[config.mk]
export PLATFORM = sky130hd
export DESIGN_NAME = mrd_regbank
export DESIGN_NICKNAME = d
export VERILOG_FILES = /design/src/verilog/mrd_pkg.sv /design/src/verilog/mrd_regbank.sv /design/src/verilog/mrd_mode_track.sv
export SDC_FILE = /design/constraint.sdc
export NUM_CORES = 1
export LEC_CHECK = 0
export BUFFER_PORTS_ARGS = -buffer_cell sky130_fd_sc_hd__buf_2
export CAP_MARGIN = 20
export CORE_UTILIZATION = 34
export CTS_BUF_LIST = sky130_fd_sc_hd__clkbuf_4
export CTS_CLUSTER_DIAMETER = 30
export CTS_CLUSTER_SIZE = 28
export DETAILED_ROUTE_END_ITERATION = 6
export GPL_TIMING_DRIVEN = 1
export PLACE_DENSITY = 0.51
export SLEW_MARGIN = 5
export SYNTH_ARGS = -nofsm -noshare
export SYNTH_HDL_FRONTEND = slang
export SYNTH_SLANG_ARGS = --single-unit
[constraint.sdc]
create_clock -name CLOCK -period 5.9 [get_ports CLOCK]
set_input_delay 1.18 -clock CLOCK [delete_from_list [all_inputs] [get_ports CLOCK]]
set_output_delay 1.18 -clock CLOCK [all_outputs]
set_load 0.05 [all_outputs]
[src/verilog/mrd_pkg.sv]
package mrd_pkg;

  typedef enum logic [2:0] {
    MRD_OFF      = 3'b000,
    MRD_SLEEP    = 3'b001,
    MRD_OVERTEMP = 3'b010,
    MRD_RESET    = 3'b011,
    MRD_STANDBY  = 3'b100,
    MRD_NORMAL   = 3'b111
  } mrd_mode_type;

  // Register indices; the Avalon word address equals the index.
  localparam logic [6:0] IDX_WDOG     = 7'h00;
  localparam logic [6:0] IDX_MODE     = 7'h01;
  localparam logic [6:0] IDX_LIMP     = 7'h02;
  localparam logic [6:0] IDX_MAIN     = 7'h03;
  localparam logic [6:0] IDX_HEAT_EN  = 7'h04;
  localparam logic [6:0] IDX_SCRATCH  = 7'h06;
  localparam logic [6:0] IDX_LOCK     = 7'h0A;
  localparam logic [6:0] IDX_TRX_STAT = 7'h22;
  localparam logic [6:0] IDX_WAKE_EN  = 7'h23;
  localparam logic [6:0] IDX_IDENT    = 7'h27;
  localparam logic [6:0] IDX_FRAME    = 7'h2F;
  localparam logic [6:0] IDX_SYS_EVT  = 7'h61;
  localparam logic [6:0] IDX_TRX_EVT  = 7'h63;
  localparam logic [6:0] IDX_DMASK    = 7'h68;
  localparam logic [6:0] IDX_NV_STAT  = 7'h70;
  localparam logic [6:0] IDX_SBC_CFG  = 7'h74;
  localparam logic [6:0] IDX_CRC      = 7'h75;
  localparam logic [6:0] IDX_VARIANT  = 7'h7E;

  // Field positions.
  localparam int BIT_LIMP     = 0;
  localparam int BIT_NORM_ENT   = 0;
  localparam int BIT_FORCED_ST  = 1;
  localparam int BIT_OVERHEAT   = 2;
  localparam int BIT_BUS_WAKE   = 0;
  localparam int BIT_CTS        = 7;
  localparam int BIT_PART_NET   = 5;
  localparam int BIT_IDE        = 7;
  localparam int BIT_ECC_ST     = 1;
  localparam int BIT_PROG_ST    = 0;
  localparam int BIT_FORCED_CFG = 3;
  localparam int LOCK_WIDTH   = 7;

  // Reset and mode-entry values.
  localparam logic [7:0] RST_CRC      = 8'h00;
  localparam logic [7:0] RST_DMASK    = 8'hFF;
  localparam logic [7:0] RST_BYTE     = 8'h00;
  localparam logic [3:0] RST_DLC      = 4'h0;
  localparam logic [2:0] MF_STANDBY   = 3'h4;
  localparam logic [2:0] MF_NORMAL    = 3'h7;
  localparam logic [2:0] MF_SLEEP     = 3'h1;
  localparam logic [3:0] RST_WDOG     = 4'h4;
  localparam logic [1:0] RST_CNT_LIMP = 2'h3;
  localparam int         NUM_DMASK    = 8;
  localparam int         NUM_QUAD     = 4;

endpackage : mrd_pkg

[src/verilog/mrd_regbank.sv]
// Operation
// - Check byte zero at power-on, then held.
// - Transmitter status live only in Normal mode.
// - Bus wake flag and enable zero, then held.
// - Data mask bytes all ones, then held.
// - Length code zero at power-on, then held.
// - Correction and programmed status always live.
// - Forced-normal config always from nonvolatile store.
// - Forced-normal status zero, then live.
// - Scratch and identifier bytes zero, then held.
// - Extended-identifier select zero, then held.
// - Limp-home set by counter in Reset, by delay in Reset or Overtemp.
// - Group lock bits zero, then held.
// - Mode field set on entering Standby, Normal or Sleep.
// - Normal status one at power-on, cleared entering Normal.
// - Watchdog period 0100 at power-on and Overtemp.
// - Overheat flag and enable zero, then held.
// - Partial-net status zero, then live.
// - Mode change discards a concurrent register write.
//
// The placing of the registers and the Avalon-MM interface to the registers were chosen for this implementation.
`timescale 1ns/1ps
module mrd_regbank
  import mrd_pkg::*;
#(
  parameter logic [7:0] VARIANT_IDENT = 8'h5A  // Arbitrary value.
)(
  input  wire logic         CLOCK,
  input  wire logic         RSTN,
  input  wire logic         CE,
  input  wire logic [6:0]   AVS_ADDRESS,
  input  wire logic         AVS_READ,
  input  wire logic         AVS_WRITE,
  input  wire logic [3:0]   AVS_BYTEENABLE,
  input  wire logic [31:0]  AVS_WRITEDATA,
  output logic [31:0]       AVS_READDATA,
  output logic              AVS_WAITREQUEST,
  input  wire mrd_mode_type MODE_IN,
  input  wire logic         TX_LIVE,
  input  wire logic         PN_LIVE,
  input  wire logic         FORCED_NORMAL_LIVE,
  input  wire logic         ECC_LIVE,
  input  wire logic         NV_PROG_LIVE,
  input  wire logic         NV_FORCED_NORMAL_CFG,
  input  wire logic [1:0]   RESET_COUNTER,
  input  wire logic         LIMP_DELAY_DONE,
  input  wire logic         BUS_WAKE_EVT,
  input  wire logic         OVERHEAT_WARN_EVT,
  output logic [2:0]        OP_MODE_FIELD,
  output logic [3:0]        WATCHDOG_PERIOD_FIELD,
  output logic              LIMP_HOME_CTRL
);

  mrd_mode_type             cur_mode;
  logic                     entry;
  logic                     changing;
  logic                     hold_bus;
  logic                     wr_ok;
  logic [7:0]               wdata;
  logic [7:0]               next_rdata;
  logic [7:0]               nv_check_byte;
  logic                     trx_status;
  logic                     partial_net_status;
  logic                     forced_normal_status;
  logic                     err_correct_status;
  logic                     nv_programmed_status;
  logic                     bus_wake_flag;
  logic                     bus_wake_flag_en;
  logic                     overheat_warn_flag;
  logic                     overheat_warn_en;
  logic                     normal_entered_status;
  logic [LOCK_WIDTH-1:0]    group_lock_bits;
  logic                     ident_ext_sel;
  logic [3:0]               length_code;
  logic [7:0]               wake_data_mask_bytes   [0:NUM_DMASK-1];
  logic [7:0]               scratch_memory_bytes   [0:NUM_QUAD-1];
  logic [7:0]               wake_frame_ident_bytes [0:NUM_QUAD-1];

  mrd_mode_track u_mode (
    .clock    (CLOCK),
    .rstn     (RSTN),
    .ce       (CE),
    .mode_in  (MODE_IN),
    .mode     (cur_mode),
    .entry    (entry),
    .changing (changing)
  );

  ////////////////////////////////////////////////////////////////////////////////////////////////
  // Avalon slave. The answer comes one cycle after the request is seen, unless a mode change
  // holds it off; a write lands at the edge where waitrequest is sampled low.

  assign hold_bus = entry | changing;
  assign wdata    = AVS_WRITEDATA[7:0];
  // A write racing a mode change is dropped, since the change has priority.
  assign wr_ok    = !AVS_WAITREQUEST && AVS_WRITE && AVS_BYTEENABLE[0] && !hold_bus;

  always_ff @(posedge CLOCK or negedge RSTN) begin
    if (!RSTN) begin
      AVS_WAITREQUEST <= 1'b1;
      AVS_READDATA    <= 32'h00000000;
    end else if (CE) begin
      if (!AVS_WAITREQUEST) begin
        AVS_WAITREQUEST <= 1'b1;
      end else if ((AVS_READ || AVS_WRITE) && !hold_bus) begin
        AVS_WAITREQUEST <= 1'b0;
        AVS_READDATA    <= {24'h000000, next_rdata};
      end
    end
  end

  always_comb begin
    next_rdata = 8'h00;
    if (AVS_READ) begin
      case (AVS_ADDRESS)
        IDX_WDOG:     next_rdata = {4'h0, WATCHDOG_PERIOD_FIELD};
        IDX_MODE:     next_rdata = {5'h00, OP_MODE_FIELD};
        IDX_LIMP:     next_rdata = {7'h00, LIMP_HOME_CTRL};
        IDX_MAIN:     next_rdata = {6'h00, forced_normal_status, normal_entered_status};
        IDX_HEAT_EN:  next_rdata = {5'h00, overheat_warn_en, 2'h0};
        IDX_LOCK:     next_rdata = {1'b0, group_lock_bits};
        IDX_TRX_STAT: next_rdata = {trx_status, 1'b0, partial_net_status, 5'h00};
        IDX_WAKE_EN:  next_rdata = {7'h00, bus_wake_flag_en};
        IDX_FRAME:    next_rdata = {ident_ext_sel, 3'h0, length_code};
        IDX_SYS_EVT:  next_rdata = {5'h00, overheat_warn_flag, 2'h0};
        IDX_TRX_EVT:  next_rdata = {7'h00, bus_wake_flag};
        IDX_NV_STAT:  next_rdata = {6'h00, err_correct_status, nv_programmed_status};
        IDX_SBC_CFG:  next_rdata = {4'h0, NV_FORCED_NORMAL_CFG, 3'h0};
        IDX_CRC:      next_rdata = nv_check_byte;
        IDX_VARIANT:  next_rdata = VARIANT_IDENT;
        default: begin
          if (AVS_ADDRESS >= IDX_DMASK && AVS_ADDRESS < IDX_NV_STAT) begin
            next_rdata = wake_data_mask_bytes[AVS_ADDRESS[2:0]];
          end else if (AVS_ADDRESS >= IDX_SCRATCH && AVS_ADDRESS < IDX_LOCK) begin
            next_rdata = scratch_memory_bytes[AVS_ADDRESS[1:0] - 2'h2];
          end else if (AVS_ADDRESS >= IDX_IDENT && AVS_ADDRESS < 7'h2B) begin
            next_rdata = wake_frame_ident_bytes[AVS_ADDRESS[1:0] - 2'h3];
          end
        end
      endcase
    end
  end

  ////////////////////////////////////////////////////////////////////////////////////////////////
  // Mode-driven control fields.

  always_ff @(posedge CLOCK or negedge RSTN) begin
    if (!RSTN) begin
      OP_MODE_FIELD <= MF_STANDBY;
    end else if (CE) begin
      if (entry) begin
        case (cur_mode)
          MRD_STANDBY: OP_MODE_FIELD <= MF_STANDBY;
          MRD_NORMAL:  OP_MODE_FIELD <= MF_NORMAL;
          MRD_SLEEP:   OP_MODE_FIELD <= MF_SLEEP;
          default:     OP_MODE_FIELD <= OP_MODE_FIELD;
        endcase
      end else if (wr_ok && AVS_ADDRESS == IDX_MODE) begin
        OP_MODE_FIELD <= wdata[2:0];
      end
    end
  end

  always_ff @(posedge CLOCK or negedge RSTN) begin
    if (!RSTN) begin
      WATCHDOG_PERIOD_FIELD <= RST_WDOG;
    end else if (CE) begin
      if (entry && cur_mode == MRD_OVERTEMP) begin
        WATCHDOG_PERIOD_FIELD <= RST_WDOG;
      end else if (wr_ok && AVS_ADDRESS == IDX_WDOG) begin
        WATCHDOG_PERIOD_FIELD <= wdata[3:0];
      end
    end
  end

  always_ff @(posedge CLOCK or negedge RSTN) begin
    if (!RSTN) begin
      normal_entered_status <= 1'b1;
    end else if (CE && entry && cur_mode == MRD_NORMAL) begin
      normal_entered_status <= 1'b0;
    end
  end

  // Hardware setting wins over a software clear in the same cycle.
  always_ff @(posedge CLOCK or negedge RSTN) begin
    if (!RSTN) begin
      LIMP_HOME_CTRL <= 1'b0;
    end else if (CE) begin
      if ((cur_mode == MRD_RESET && (RESET_COUNTER == RST_CNT_LIMP || LIMP_DELAY_DONE)) ||
          (cur_mode == MRD_OVERTEMP && LIMP_DELAY_DONE)) begin
        LIMP_HOME_CTRL <= 1'b1;
      end else if (wr_ok && AVS_ADDRESS == IDX_LIMP) begin
        LIMP_HOME_CTRL <= wdata[BIT_LIMP];
      end
    end
  end

  ////////////////////////////////////////////////////////////////////////////////////////////////
  // Live status. Off mode holds from power-on until another mode is reported, and returns whenever Off is reported.

  always_ff @(posedge CLOCK or negedge RSTN) begin
    if (!RSTN) begin
      trx_status           <= 1'b0;
      partial_net_status   <= 1'b0;
      forced_normal_status <= 1'b0;
      err_correct_status   <= 1'b0;
      nv_programmed_status <= 1'b0;
    end else if (CE) begin
      trx_status           <= (cur_mode == MRD_NORMAL) && TX_LIVE;
      partial_net_status   <= (cur_mode != MRD_OFF) && PN_LIVE;
      forced_normal_status <= (cur_mode != MRD_OFF) && FORCED_NORMAL_LIVE;
      err_correct_status   <= ECC_LIVE;
      nv_programmed_status <= NV_PROG_LIVE;
    end
  end

  ////////////////////////////////////////////////////////////////////////////////////////////////
  // Event flags: written one clears, an event in the same cycle wins.

  always_ff @(posedge CLOCK or negedge RSTN) begin
    if (!RSTN) begin
      bus_wake_flag      <= 1'b0;
      overheat_warn_flag <= 1'b0;
    end else if (CE) begin
      if (BUS_WAKE_EVT) begin
        bus_wake_flag <= 1'b1;
      end else if (wr_ok && AVS_ADDRESS == IDX_TRX_EVT && wdata[BIT_BUS_WAKE]) begin
        bus_wake_flag <= 1'b0;
      end
      if (OVERHEAT_WARN_EVT) begin
        overheat_warn_flag <= 1'b1;
      end else if (wr_ok && AVS_ADDRESS == IDX_SYS_EVT && wdata[BIT_OVERHEAT]) begin
        overheat_warn_flag <= 1'b0;
      end
    end
  end

  ////////////////////////////////////////////////////////////////////////////////////////////////
  // Software-owned bits: set only at reset, never touched by mode entry.

  always_ff @(posedge CLOCK or negedge RSTN) begin
    if (!RSTN) begin
      nv_check_byte    <= RST_CRC;
      bus_wake_flag_en <= 1'b0;
      overheat_warn_en <= 1'b0;
      group_lock_bits  <= '0;
      ident_ext_sel    <= 1'b0;
      length_code      <= RST_DLC;
    end else if (CE && wr_ok) begin
      case (AVS_ADDRESS)
        IDX_CRC:    nv_check_byte    <= wdata;
        IDX_WAKE_EN: bus_wake_flag_en <= wdata[BIT_BUS_WAKE];
        IDX_HEAT_EN: overheat_warn_en <= wdata[BIT_OVERHEAT];
        IDX_LOCK:   group_lock_bits  <= wdata[LOCK_WIDTH-1:0];
        IDX_FRAME: begin
          ident_ext_sel <= wdata[BIT_IDE];
          length_code   <= wdata[3:0];
        end
        default: begin
          nv_check_byte <= nv_check_byte;
        end
      endcase
    end
  end

  genvar gi;
  generate
    for (gi = 0; gi < NUM_DMASK; gi++) begin : g_byte
      always_ff @(posedge CLOCK or negedge RSTN) begin
        if (!RSTN) begin
          wake_data_mask_bytes[gi] <= RST_DMASK;
        end else if (CE && wr_ok && AVS_ADDRESS == IDX_DMASK + 7'(gi)) begin
          wake_data_mask_bytes[gi] <= wdata;
        end
      end
      if (gi < NUM_QUAD) begin : g_quad
        always_ff @(posedge CLOCK or negedge RSTN) begin
          if (!RSTN) begin
            scratch_memory_bytes[gi]   <= RST_BYTE;
            wake_frame_ident_bytes[gi] <= RST_BYTE;
          end else if (CE && wr_ok) begin
            if (AVS_ADDRESS == IDX_SCRATCH + 7'(gi)) begin
              scratch_memory_bytes[gi] <= wdata;
            end
            if (AVS_ADDRESS == IDX_IDENT + 7'(gi)) begin
              wake_frame_ident_bytes[gi] <= wdata;
            end
          end
        end
      end
    end
  endgenerate

  ////////////////////////////////////////////////////////////////////////////////////////////////
  // Checks.

  a_crc_hold: assert property (@(posedge CLOCK) disable iff (!RSTN)
    CE && entry |=> $stable(nv_check_byte))
    else $error("check byte changed on mode entry");

  a_tx_gate: assert property (@(posedge CLOCK) disable iff (!RSTN)
    CE && cur_mode != MRD_NORMAL |=> !trx_status)
    else $error("transmitter status shown outside Normal");

  a_wake_set: assert property (@(posedge CLOCK) disable iff (!RSTN)
    CE && BUS_WAKE_EVT |=> bus_wake_flag)
    else $error("bus wake event lost");

  a_mask_hold: assert property (@(posedge CLOCK) disable iff (!RSTN)
    CE && entry |=> $stable(wake_data_mask_bytes[0]) && $stable(length_code))
    else $error("mask or length code changed on mode entry");

  a_limp_set: assert property (@(posedge CLOCK) disable iff (!RSTN)
    CE && cur_mode == MRD_RESET && RESET_COUNTER == RST_CNT_LIMP |=> LIMP_HOME_CTRL)
    else $error("limp-home not set at counter limit");

  a_mode_normal: assert property (@(posedge CLOCK) disable iff (!RSTN)
    CE && entry && cur_mode == MRD_NORMAL |=> OP_MODE_FIELD == MF_NORMAL && !normal_entered_status)
    else $error("Normal entry defaults wrong");

  a_wdog_ot: assert property (@(posedge CLOCK) disable iff (!RSTN)
    CE && entry && cur_mode == MRD_OVERTEMP |=> WATCHDOG_PERIOD_FIELD == RST_WDOG)
    else $error("watchdog period not reloaded in Overtemp");

  a_entry_stall: assert property (@(posedge CLOCK) disable iff (!RSTN)
    CE && hold_bus && AVS_WAITREQUEST |=> AVS_WAITREQUEST)
    else $error("access answered during mode entry");

  a_ack_pulse: assert property (@(posedge CLOCK) disable iff (!RSTN)
    CE && !AVS_WAITREQUEST |=> AVS_WAITREQUEST)
    else $error("waitrequest low for more than one cycle");

  c_normal_entry: cover property (@(posedge CLOCK) disable iff (!RSTN)
    entry && cur_mode == MRD_NORMAL);

  c_read_done: cover property (@(posedge CLOCK) disable iff (!RSTN)
    AVS_READ && !AVS_WAITREQUEST);

  c_limp_rise: cover property (@(posedge CLOCK) disable iff (!RSTN)
    $rose(LIMP_HOME_CTRL));

endmodule : mrd_regbank

[src/verilog/mrd_mode_track.sv]
`timescale 1ns/1ps
module mrd_mode_track
  import mrd_pkg::*;
(
  input  wire logic         clock,
  input  wire logic         rstn,
  input  wire logic         ce,
  input  wire mrd_mode_type mode_in,
  output mrd_mode_type      mode,
  output logic              entry,
  output logic              changing
);

  // Unknown codes are ignored, so they must not hold the register bus off either.
  assign changing = (mode_in != mode) &&
                    (mode_in inside {MRD_OFF, MRD_SLEEP, MRD_OVERTEMP,
                                     MRD_RESET, MRD_STANDBY, MRD_NORMAL});

  // Entry pulses for one cycle after the current mode has been updated.
  always_ff @(posedge clock or negedge rstn) begin
    if (!rstn) begin
      mode  <= MRD_OFF;
      entry <= 1'b0;
    end else if (ce) begin
      entry <= 1'b0;
      if (changing) begin
        case (mode_in)
          MRD_OFF, MRD_SLEEP, MRD_OVERTEMP, MRD_RESET, MRD_STANDBY, MRD_NORMAL: begin
            mode  <= mode_in;
            entry <= 1'b1;
          end
          default: begin
            mode <= mode;
          end
        endcase
      end
    end
  end

endmodule : mrd_mode_track

==> results of run 1 <==
worst min-delay path by stage:
stage | end | slack [ns] | depth (start not counted)
after floorplan | normal_entered_status$_DFFE_PN1P_ | 0.44 | 1
after global routing | u_mode.mode[1]$_DFFE_PN0P_ | 0.51 | 1
final | normal_entered_status$_DFFE_PN1P_ | 0.51 | 1
after detailed placement | bus_wake_flag$_DFFE_PN0P_ | 0.48 | 1
after global placement | normal_entered_status$_DFFE_PN1P_ | 0.48 | 1
after CTS | u_mode.mode[1]$_DFFE_PN0P_ | 0.52 | 1
state kept, by name, indices dropped and copies added, names as in the netlist, 3 cells and up:
name                    flops
AVS_READDATA                8
OP_MODE_FIELD               3
WATCHDOG_PERIOD_FIELD       4
group_lock_bits             7
length_code                 4
nv_check_byte               8
scratch_memory_bytes       32
u_mode.mode                 3
wake_data_mask_bytes       64
wake_frame_ident_bytes     32
critical path, stage by stage:
cell      delay, ns
buf_2          0.14
or4b_1         0.47
nand3_1        0.10
a222oi_1       0.07
buf_4          0.19
nor3_4         0.80
and3_1         0.59
mux2_2         0.39
area by class of cell:
cell class	instances	area (um^2)
well taps	335	419
flip-flops and latches	179	4560
fillers	2481	16300
repair buffers	59	322
clock buffers	17	128
multi-input cells	431	4140
inverters	11	41.3
clock inverters	15	175
cells in the mapped netlist (5+ instances only):
master / count
a21oi_1: 7
a221o_1: 8
a222oi_1: 5
a22o_1: 7
a22oi_1: 6
a31oi_1: 6
buf_1: 7
buf_2: 8
buf_4: 25
clkbuf_1: 22
dfrtp_1: 111
dfstp_2: 68
inv_1: 11
mux2_2: 151
mux2_4: 8
mux2i_1: 8
mux4_2: 32
nand2_1: 24
nand2b_1: 19
nand3_1: 7
nand3_2: 10
nand4_1: 5
nor2_1: 18
nor3_1: 7
o211ai_1: 8
o21ai_0: 11
cells by family (layout without fill, tap and decap cells):
logic type / count (synthesis) / in the layout / synth area share
AND/OR/NAND/NOR: 128 / 128 / 0.0895
multiplexers: 199 / 199 / 0.291
buffers and inverters: 75 / 102 / 0.0444
XOR/XNOR: 3 / 3 / 0.00292
flip-flops: 179 / 179 / 0.506
other: 1 / 24 / 0.000416
adder cells (fa/ha/maj): 4 / 4 / 0.00555
AO/OA/AOI/OAI: 73 / 73 / 0.0600
power by group:
group          internal, mW  leakage (nW)  total, mW  switching [mW]
Combinational        0.0800          1.97      0.293           0.212
Sequential             1.26          2.22       1.30          0.0402
Clock                 0.300         0.171      0.744           0.444
layer usage:
metal  track usage  share of wire  vias up
met5             0              0        -
met4        0.0342         0.0095        0
met3        0.0311          0.044       19
met2         0.285           0.47      157
met1         0.251           0.47     3008
li1              -              -     2488
metrics by stage:
stage,total power [mW],setup WS [ns],utilization,hold slack (ns)
after global routing,2.45,2.31,0.376,0.509
after CTS,2.36,2.47,0.376,0.515
after detailed placement,1.61,1.82,0.364,0.482
after floorplan,1.52,2.79,-,0.441
after global placement,1.60,1.86,0.364,0.478
final,2.33,2.42,0.376,0.508
==> results.json, run 1 <==
{
  "status": "complete, no violations",
  "vias_per_cell": 5.42,
  "critPathLaunchType": "input port",
  "r2r_end": "scratch_memory_bytes[24]$_DFFE_PN0P_",
  "coreArea_um2": 26100,
  "antenna_found_initial": 0,
  "cp-end-kind": "register",
  "syn_area_um2": 9010,
  "dieArea_um2": 27200,
  "cts_buffers": 17,
  "post-cts-setup-buffer-count": 0,
  "maxSlewHeadroom": 0.319,
  "power_density_nw_per_um2": 238,
  "track_usage": 0.177,
  "reg2reg_from": "u_mode.mode[0]$_DFFE_PN0P_",
  "ctsHoldBuffers": 0,
  "place_inst": 1015,
  "gr-total-overflow": 0,
  "crit_fanout": 14,
  "drv_slew": 0,
  "clock_latency_ns": 0.58,
  "cts_root_buffer": "clkbuf_4",
  "ys_warn_count": 0,
  "antenna_left": 0,
  "synth_area_leaders": "dfrtp_1, dfstp_2, mux2_2, mux4_2, buf_4",
  "hp-class": "reg2reg",
  "synth_edf_count": 0,
  "vias": 5672,
  "portBuffers": 51,
  "routedWlPerCell_um": 21.6,
  "fmax_ghz": 0.287,
  "drtIter0Drc": 355,
  "clk_path_buf_depth": 2,
  "rows": 59,
  "reg2reg_depth": 7,
  "grt_pass1_vias": 5856,
  "leakagePower_nw": 4.35,
  "place_congestion": 0.822,
  "reg2reg_slack_ns": 2.51,
  "cts_resized": 0,
  "post-dp-hpwl_mm": 15.6,
  "placed_cell_area_um2": 9490,
  "min_from": "normal_entered_status$_DFFE_PN1P_",
  "crit_start": "MODE_IN[0]",
  "endpoint": "scratch_memory_bytes[24]$_DFFE_PN0P_",
  "final_nets": 765,
  "clkSinkCount": 179,
  "drive_gt1_frac": 0.518,
  "routed_wl_mm": 22.7,
  "final_cell_mix": "mux2_2, dfrtp_1, dfstp_2",
  "htreeDepth": 4,
  "synth_flop_cell": "dfrtp_1",
  "grt_max_degree": 65,
  "instances_no_fill": 1047,
  "cts_tree": "done",
  "final_common_cell": "mux2_2",
  "setup_viol": 0,
  "diodes": 0,
  "fin_tns_setup_ns": 0,
  "syn_inst": 662,
  "dr.pass1.iters": 5,
  "synth_area_leader_cell": "dfrtp_1",
  "drc": 0,
  "required_ns": 6.37,
  "syn_to_final_growth_pct": 8.62,
  "period_minus_slack_ns": 3.48,
  "async_reset_ff_frac": 1.00,
  "hold_viol": 0,
  "io_pins": 103,
  "ys_types": 61,
  "die_w_um": 165,
  "tightestPinTransition_ns": 1.02,
  "clk_pin_slew_ns": 0.14,
  "die_h_um": 165,
  "final_area_um2": 9790,
  "critPathArrivalTime_ns": 3.95,
  "critPathKind": "in2reg",
  "fin_crit_sh": 0.590,
  "maxCapViolations": 0,
  "synth-seq-cells": 179,
  "clock_skew_ns": 0.0197,
  "syn_avg_cell_area_um2": 13.6,
  "grt_pass1_wl_mm": 35.4,
  "grt_setup_unrepaired": "no",
  "ys_seq_area_frac": 0.506,
  "ir_worst_vdd_uv": 197,
  "yosysTopAreaCellShare": 0.308,
  "initial_core_util": 0.346
}
No activity file was read; power rests on OpenSTA's default activity.
==> inputs of run 2 (changes only) <==
- ABC_AREA: not set -> 1
- PLACE_DENSITY: 0.51 -> 0.53
- clock period: 5.9 -> 2.8 ns (I/O delays scaled with it)
==> results.json, run 2 <==
{
  "status": "complete, no violations",
  "vias_per_cell": 4.87,
  "synth_flop_cell": "dfrtp_1",
  "rows": 61,
  "required_ns": 3.31,
  "vias": 8238,
  "final_area_um2": 10400,
  "ys_types": 37,
  "grt_max_degree": 69,
  "synth_area_leaders": "dfrtp_1, dfstp_2, nand2_1, o21ai_0, a21oi_1",
  "ys_seq_area_frac": 0.474,
  "fmax_ghz": 0.459,
  "grt_setup_unrepaired": "no",
  "r2r_end": "wake_data_mask_bytes[24]$_DFFE_PN1P_",
  "clk_pin_slew_ns": 0.16,
  "final_common_cell": "nand2_1",
  "place_inst": 1654,
  "period_minus_slack_ns": 2.18,
  "final_nets": 1362,
  "cp-end-kind": "register",
  "pre_cts_ws_ns": 0.272,
  "crit_fanout": 16,
  "power_density_nw_per_um2": 521,
  "cts_root_buffer": "clkbuf_4",
  "top_regs": "wake_data_mask_bytes (64), scratch_memory_bytes (32), wake_frame_ident_bytes (32)",
  "hold_slack_ns": 0.172,
  "syn_avg_cell_area_um2": 7.65,
  "p_int_mw": 3.53,
  "hp-class": "in2reg",
  "hold_viol": 0,
  "die_w_um": 170,
  "clkSinkCount": 179,
  "dieArea_um2": 29000,
  "critPathKind": "reg2reg",
  "setup_ws_ns": 0.619,
  "ir_worst_vdd_uv": 484,
  "portBuffers": 51,
  "syn_inst": 1260,
  "synth-seq-cells": 179,
  "wl_met2_mm": 13.5,
  "synth_edf_count": 0,
  "p_sw_mw": 1.92,
  "clk_path_buf_depth": 2,
  "ys_warn_count": 0,
  "cts_tree": "done",
  "post-dp-hpwl_mm": 19.7,
  "track_usage": 0.204,
  "top_register": "wake_data_mask_bytes",
  "p_comb_frac": 0.201,
  "synth.most_common_cell": "nand2_1",
  "grt_pass1_vias": 7655,
  "clkPwrFrac": 0.280,
  "tightestPinTransition_ns": 1.01,
  "met3_length_mm": 1.16,
  "io_pins": 103,
  "drtIter0Drc": 629,
  "crit_start": "u_mode.mode[1]$_DFFE_PN0P_",
  "grt_pass1_wl_mm": 44.8,
  "gr-total-overflow": 0,
  "reg2reg_depth": 7,
  "htreeDepth": 4,
  "instances_no_fill": 1692,
  "coreArea_um2": 27900,
  "final_cell_mix": "nand2_1, o21ai_0, nor2_1",
  "synth_area_leader_cell": "dfrtp_1",
  "dr.pass1.iters": 5,
  "cts_buffers": 17,
  "leakagePower_nw": 5.22,
  "place_congestion": 0.893,
  "route.layer.met1.wl_mm": 13.1,
  "antenna_left": 0,
  "drc": 0,
  "topRoutingLayerUsed": "met4",
  "setup_viol": 0,
  "placed_cell_area_um2": 10100,
  "largest_reg_flops": 64,
  "clock_skew_ns": 0.0235,
  "yosysTopAreaCellShare": 0.288,
  "swShare": 0.352,
  "die_h_um": 170,
  "syn_area_um2": 9640,
  "reg2reg_from": "u_mode.mode[1]$_DFFE_PN0P_",
  "endpoint": "wake_data_mask_bytes[24]$_DFFE_PN1P_",
  "routed_wl_mm": 28.0,
  "antenna_found_initial": 1,
  "critPathLaunchType": "register",
  "initial_core_util": 0.346,
  "post-cts-setup-buffer-count": 0,
  "maxSlewHeadroom": 0.325,
  "reg2reg_slack_ns": 0.62,
  "drv_slew": 0,
  "utilization": 0.375,
  "fin_crit_sh": 0.779,
  "power.total_mw": 5.44,
  "critPathArrivalTime_ns": 2.69,
  "clock_latency_ns": 0.59,
  "syn_to_final_growth_pct": 8.33,
  "netlist_top_cells_count": "nand2_1, o21ai_0, nor2_1, inv_1, dfrtp_1",
  "p_seq_frac": 0.520,
  "maxCapViolations": 0,
  "async_reset_ff_frac": 1.00,
  "fin_tns_setup_ns": 0,
  "cts_resized": 0,
  "ctsHoldBuffers": 1,
  "drive_gt1_frac": 0.158,
  "routedWlPerCell_um": 16.6
}
-- run 2: cell types whose count changed in the layout (fill, tap and decap cells not counted), moves of 17 or more --
cell and change:
nand2_1 +324, buf_4 +17, o21ai_0 +166, inv_1 +104, nor2_1 +104, nand2b_1 -19, mux4_2 -32, a21oi_1 +98
nand3_1 +33, mux2_2 -151
-- run 2: power groups by stage --
stage / logic [mW] / registers (mW) / clock network (mW)
floorplan: 0.491 / 3.14 / 0
global placement: 1.09 / 2.87 / 0
detailed placement: 1.10 / 2.87 / 0
CTS: 1.10 / 2.83 / 1.59
global route: 1.20 / 2.84 / 1.68
finish: 1.09 / 2.83 / 1.52
-- run 2: worst min-delay path by stage --
stage / slack (ns) / cells past startpoint / end / from
floorplan: 0.26 / 0 / AVS_READDATA[0]$_DFFE_PN0P_ / RSTN
global placement: 0.43 / 2 / normal_entered_status$_DFFE_PN1P_ / normal_entered_status$_DFFE_PN1P_
detailed placement: 0.44 / 2 / normal_entered_status$_DFFE_PN1P_ / normal_entered_status$_DFFE_PN1P_
CTS: 0.13 / 3 / err_correct_status$_DFFE_PN0P_ / ECC_LIVE
global route: 0.13 / 3 / overheat_warn_flag$_DFFE_PN0P_ / OVERHEAT_WARN_EVT
finish: 0.17 / 3 / err_correct_status$_DFFE_PN0P_ / ECC_LIVE
-- run 2: cell families after synthesis --
group	share of synthesized area
xor gates and xnor gates	0.00273
other	0.000389
and+or+nand+nor	0.244
adders and majority gates	0.00519
buffers and inverters	0.107
AOI/OAI and AO/OA	0.167
DFF	0.474
-- run 2: worst max-delay path: stages (launching register included) --
cell and delay, ns:
dfrtp_1 0.48, xnor2_1 0.20, nand3_1 0.11, nand2_2 0.14
nand4_4 0.15, nor2_1 0.80, nor2_1 0.08, a21oi_1 0.15
-- run 2: layout make-up --
| cell class | instances | area, um^2 |
|---|---|---|
| fill | 3017 | 17400 |
| sequential | 179 | 4560 |
| multi-input combinational | 897 | 4130 |
| timing repair buffer | 80 | 519 |
| tap | 378 | 473 |
| inverter | 121 | 454 |
| clock inverter | 14 | 151 |
| clock buffer | 18 | 135 |
| antenna | 5 | 12.5 |
-- run 2: per-layer routing --
| layer | GRT usage | vias to the layer above |
|---|---|---|
| li1 | - | 4085 |
| met1 | 0.293 | 3916 |
| met2 | 0.323 | 212 |
| met3 | 0.0295 | 25 |
| met4 | 0.0478 | 0 |
| met5 | 0 | - |
==> inputs of run 3 (changes only) <==
- ABC_AREA: 1 -> 0
- clock period: 2.8 -> 1.8 ns (I/O delays scaled with it)
==> results.json, run 3 (synthesized netlist as in run 1, its figures left out) <==
{
  "vias": 6137,
  "violations": "negative setup slack",
  "gr-total-overflow": 0,
  "maxCapViolations": 0,
  "antenna_found_initial": 1,
  "drv_slew": 0,
  "reg2reg_slack_ns": -0.66,
  "fin_crit_sh": 1.37,
  "reg2reg_from": "u_mode.mode[2]$_DFFE_PN0P_",
  "top_register": "wake_data_mask_bytes",
  "hold_viol": 0,
  "setup_viol": 173,
  "dieArea_um2": 27200,
  "critPathLaunchType": "register",
  "required_ns": 2.26,
  "clock_skew_ns": 0.0216,
  "maxSlewHeadroom": 0.419,
  "initial_core_util": 0.346,
  "clk_path_buf_depth": 2,
  "leakagePower_nw": 5.27,
  "coreArea_um2": 26100,
  "drive_gt1_frac": 0.594,
  "critPathKind": "reg2reg",
  "track_usage": 0.193,
  "grt_setup_unrepaired": "yes",
  "routed_wl_mm": 25.7,
  "top_regs": "wake_data_mask_bytes (64), scratch_memory_bytes (32), wake_frame_ident_bytes (32)",
  "utilization": 0.435,
  "vias_per_cell": 5.35,
  "placed_cell_area_um2": 10300,
  "fmax_ghz": 0.407,
  "die_h_um": 165,
  "drc": 0,
  "hp-class": "in2reg",
  "critPathArrivalTime_ns": 2.92,
  "die_w_um": 165,
  "power_density_nw_per_um2": 706,
  "crit_fanout": 8,
  "rows": 59,
  "grt_pass1_vias": 6392,
  "status": "finished, violations left",
  "final_cell_mix": "dfrtp_1, mux2_4, buf_4",
  "largest_reg_flops": 64,
  "syn_to_final_growth_pct": 25.8,
  "final_common_cell": "dfrtp_1",
  "cts_tree": "done",
  "dr.pass1.iters": 5,
  "portBuffers": 51,
  "ir_worst_vdd_uv": 534,
  "crit_start": "u_mode.mode[2]$_DFFE_PN0P_",
  "clock_latency_ns": 0.56,
  "htreeDepth": 4,
  "final_nets": 865,
  "cts_root_buffer": "clkbuf_4",
  "drtIter0Drc": 385,
  "power.total_mw": 8.00,
  "grt_max_degree": 50,
  "setup_ws_ns": -0.658,
  "grt_pass1_wl_mm": 38.4,
  "nFillCells": 2393,
  "clkSinkCount": 179,
  "min_from": "TX_LIVE",
  "cts_buffers": 17,
  "post-dp-hpwl_mm": 17.8,
  "tightestPinTransition_ns": 0.871,
  "instances_no_fill": 1148,
  "place_congestion": 0.936,
  "routedWlPerCell_um": 22.4,
  "place_inst": 1102,
  "hold_slack_ns": 0.0602,
  "final_area_um2": 11300,
  "period_minus_slack_ns": 2.46,
  "cp-end-kind": "register",
  "clk_pin_slew_ns": 0.15,
  "antenna_left": 0,
  "io_pins": 103
}
-- run 3: cell types whose count changed in the layout (fill, tap and decap cells not counted), moves of 59 or more --
cell	change
a21oi_1	-98
buf_4	+59
inv_1	-104
mux2_4	+104
nand2_1	-327
nor2_1	-107
o21ai_0	-170
-- run 3: repair_timing --
item | 4_1_cts | 5_1_grt
cloned | 0 | 1
resized for setup | 20 | 114
pin swaps | 10 | 25
endpoints found under the setup margin | 174 | 176
hold buffers | 1 | 3
endpoints found under the hold margin | 37 | 3
buffers inserted | 4 | 6
-- run 3: area by class of cell --
cell class	count	area [um^2]	share of cell area
multi-input combinational	432	4720	0.416
tap	335	419	0.0370
clock inverter	12	154	0.0136
sequential	179	4570	0.403
inverter	11	41.3	0.00364
clock buffer	20	150	0.0132
timing repair buffer	158	1280	0.113
antenna	1	2.50	0.000221
-- run 3: final timing paths --
kind,cells past startpoint,endpoint
hold reg to reg,1,normal_entered_status$_DFFE_PN1P_
max in group asynchronous,3,wake_data_mask_bytes[19]$_DFFE_PN1P_
min in group asynchronous,2,u_mode.mode[2]$_DFFE_PN0P_
hold / removal,3,trx_status$_DFFE_PN0P_
setup / recovery,8,wake_frame_ident_bytes[25]$_DFFE_PN0P_
setup reg to reg,8,wake_frame_ident_bytes[25]$_DFFE_PN0P_
-- run 3: report_power, final --
| part | switching [mW] | total, mW | internal (mW) |
|---|---|---|---|
| sequential | 0.0914 | 4.22 | 4.13 |
| clock | 1.41 | 2.43 | 1.02 |
| combinational | 0.862 | 1.35 | 0.492 |
| total | 2.36 | 8.00 | 5.64 |
-- run 3: metal layers --
layer  vias to the layer above  track usage  share of wire
li1                       2696            -              -
met2                       194        0.313           0.47
met4                         0       0.0450          0.012
met1                      3232        0.262           0.46
met3                        15       0.0407          0.051
met5                         -            0              0
-- run 3: worst max-delay path, cell delays in order, from the launching register on --
cell,delay (ns)
dfrtp_1,0.45
or4b_1,0.18
nand3_1,0.08
a222oi_1,0.71
nor3_4,0.07
buf_12,0.18
buf_12,0.15
nand4_4,0.17
mux2_2,0.36
-- run 3: stage by stage --
stage	setup TNS, ns	setup WS (ns)
after detailed placement	-112.32	-0.794
after floorplan	-55.25	-0.370
after global placement	-111.90	-0.759
after global routing	-112.90	-0.719
final	-100.77	-0.658
after CTS	-104.38	-0.696
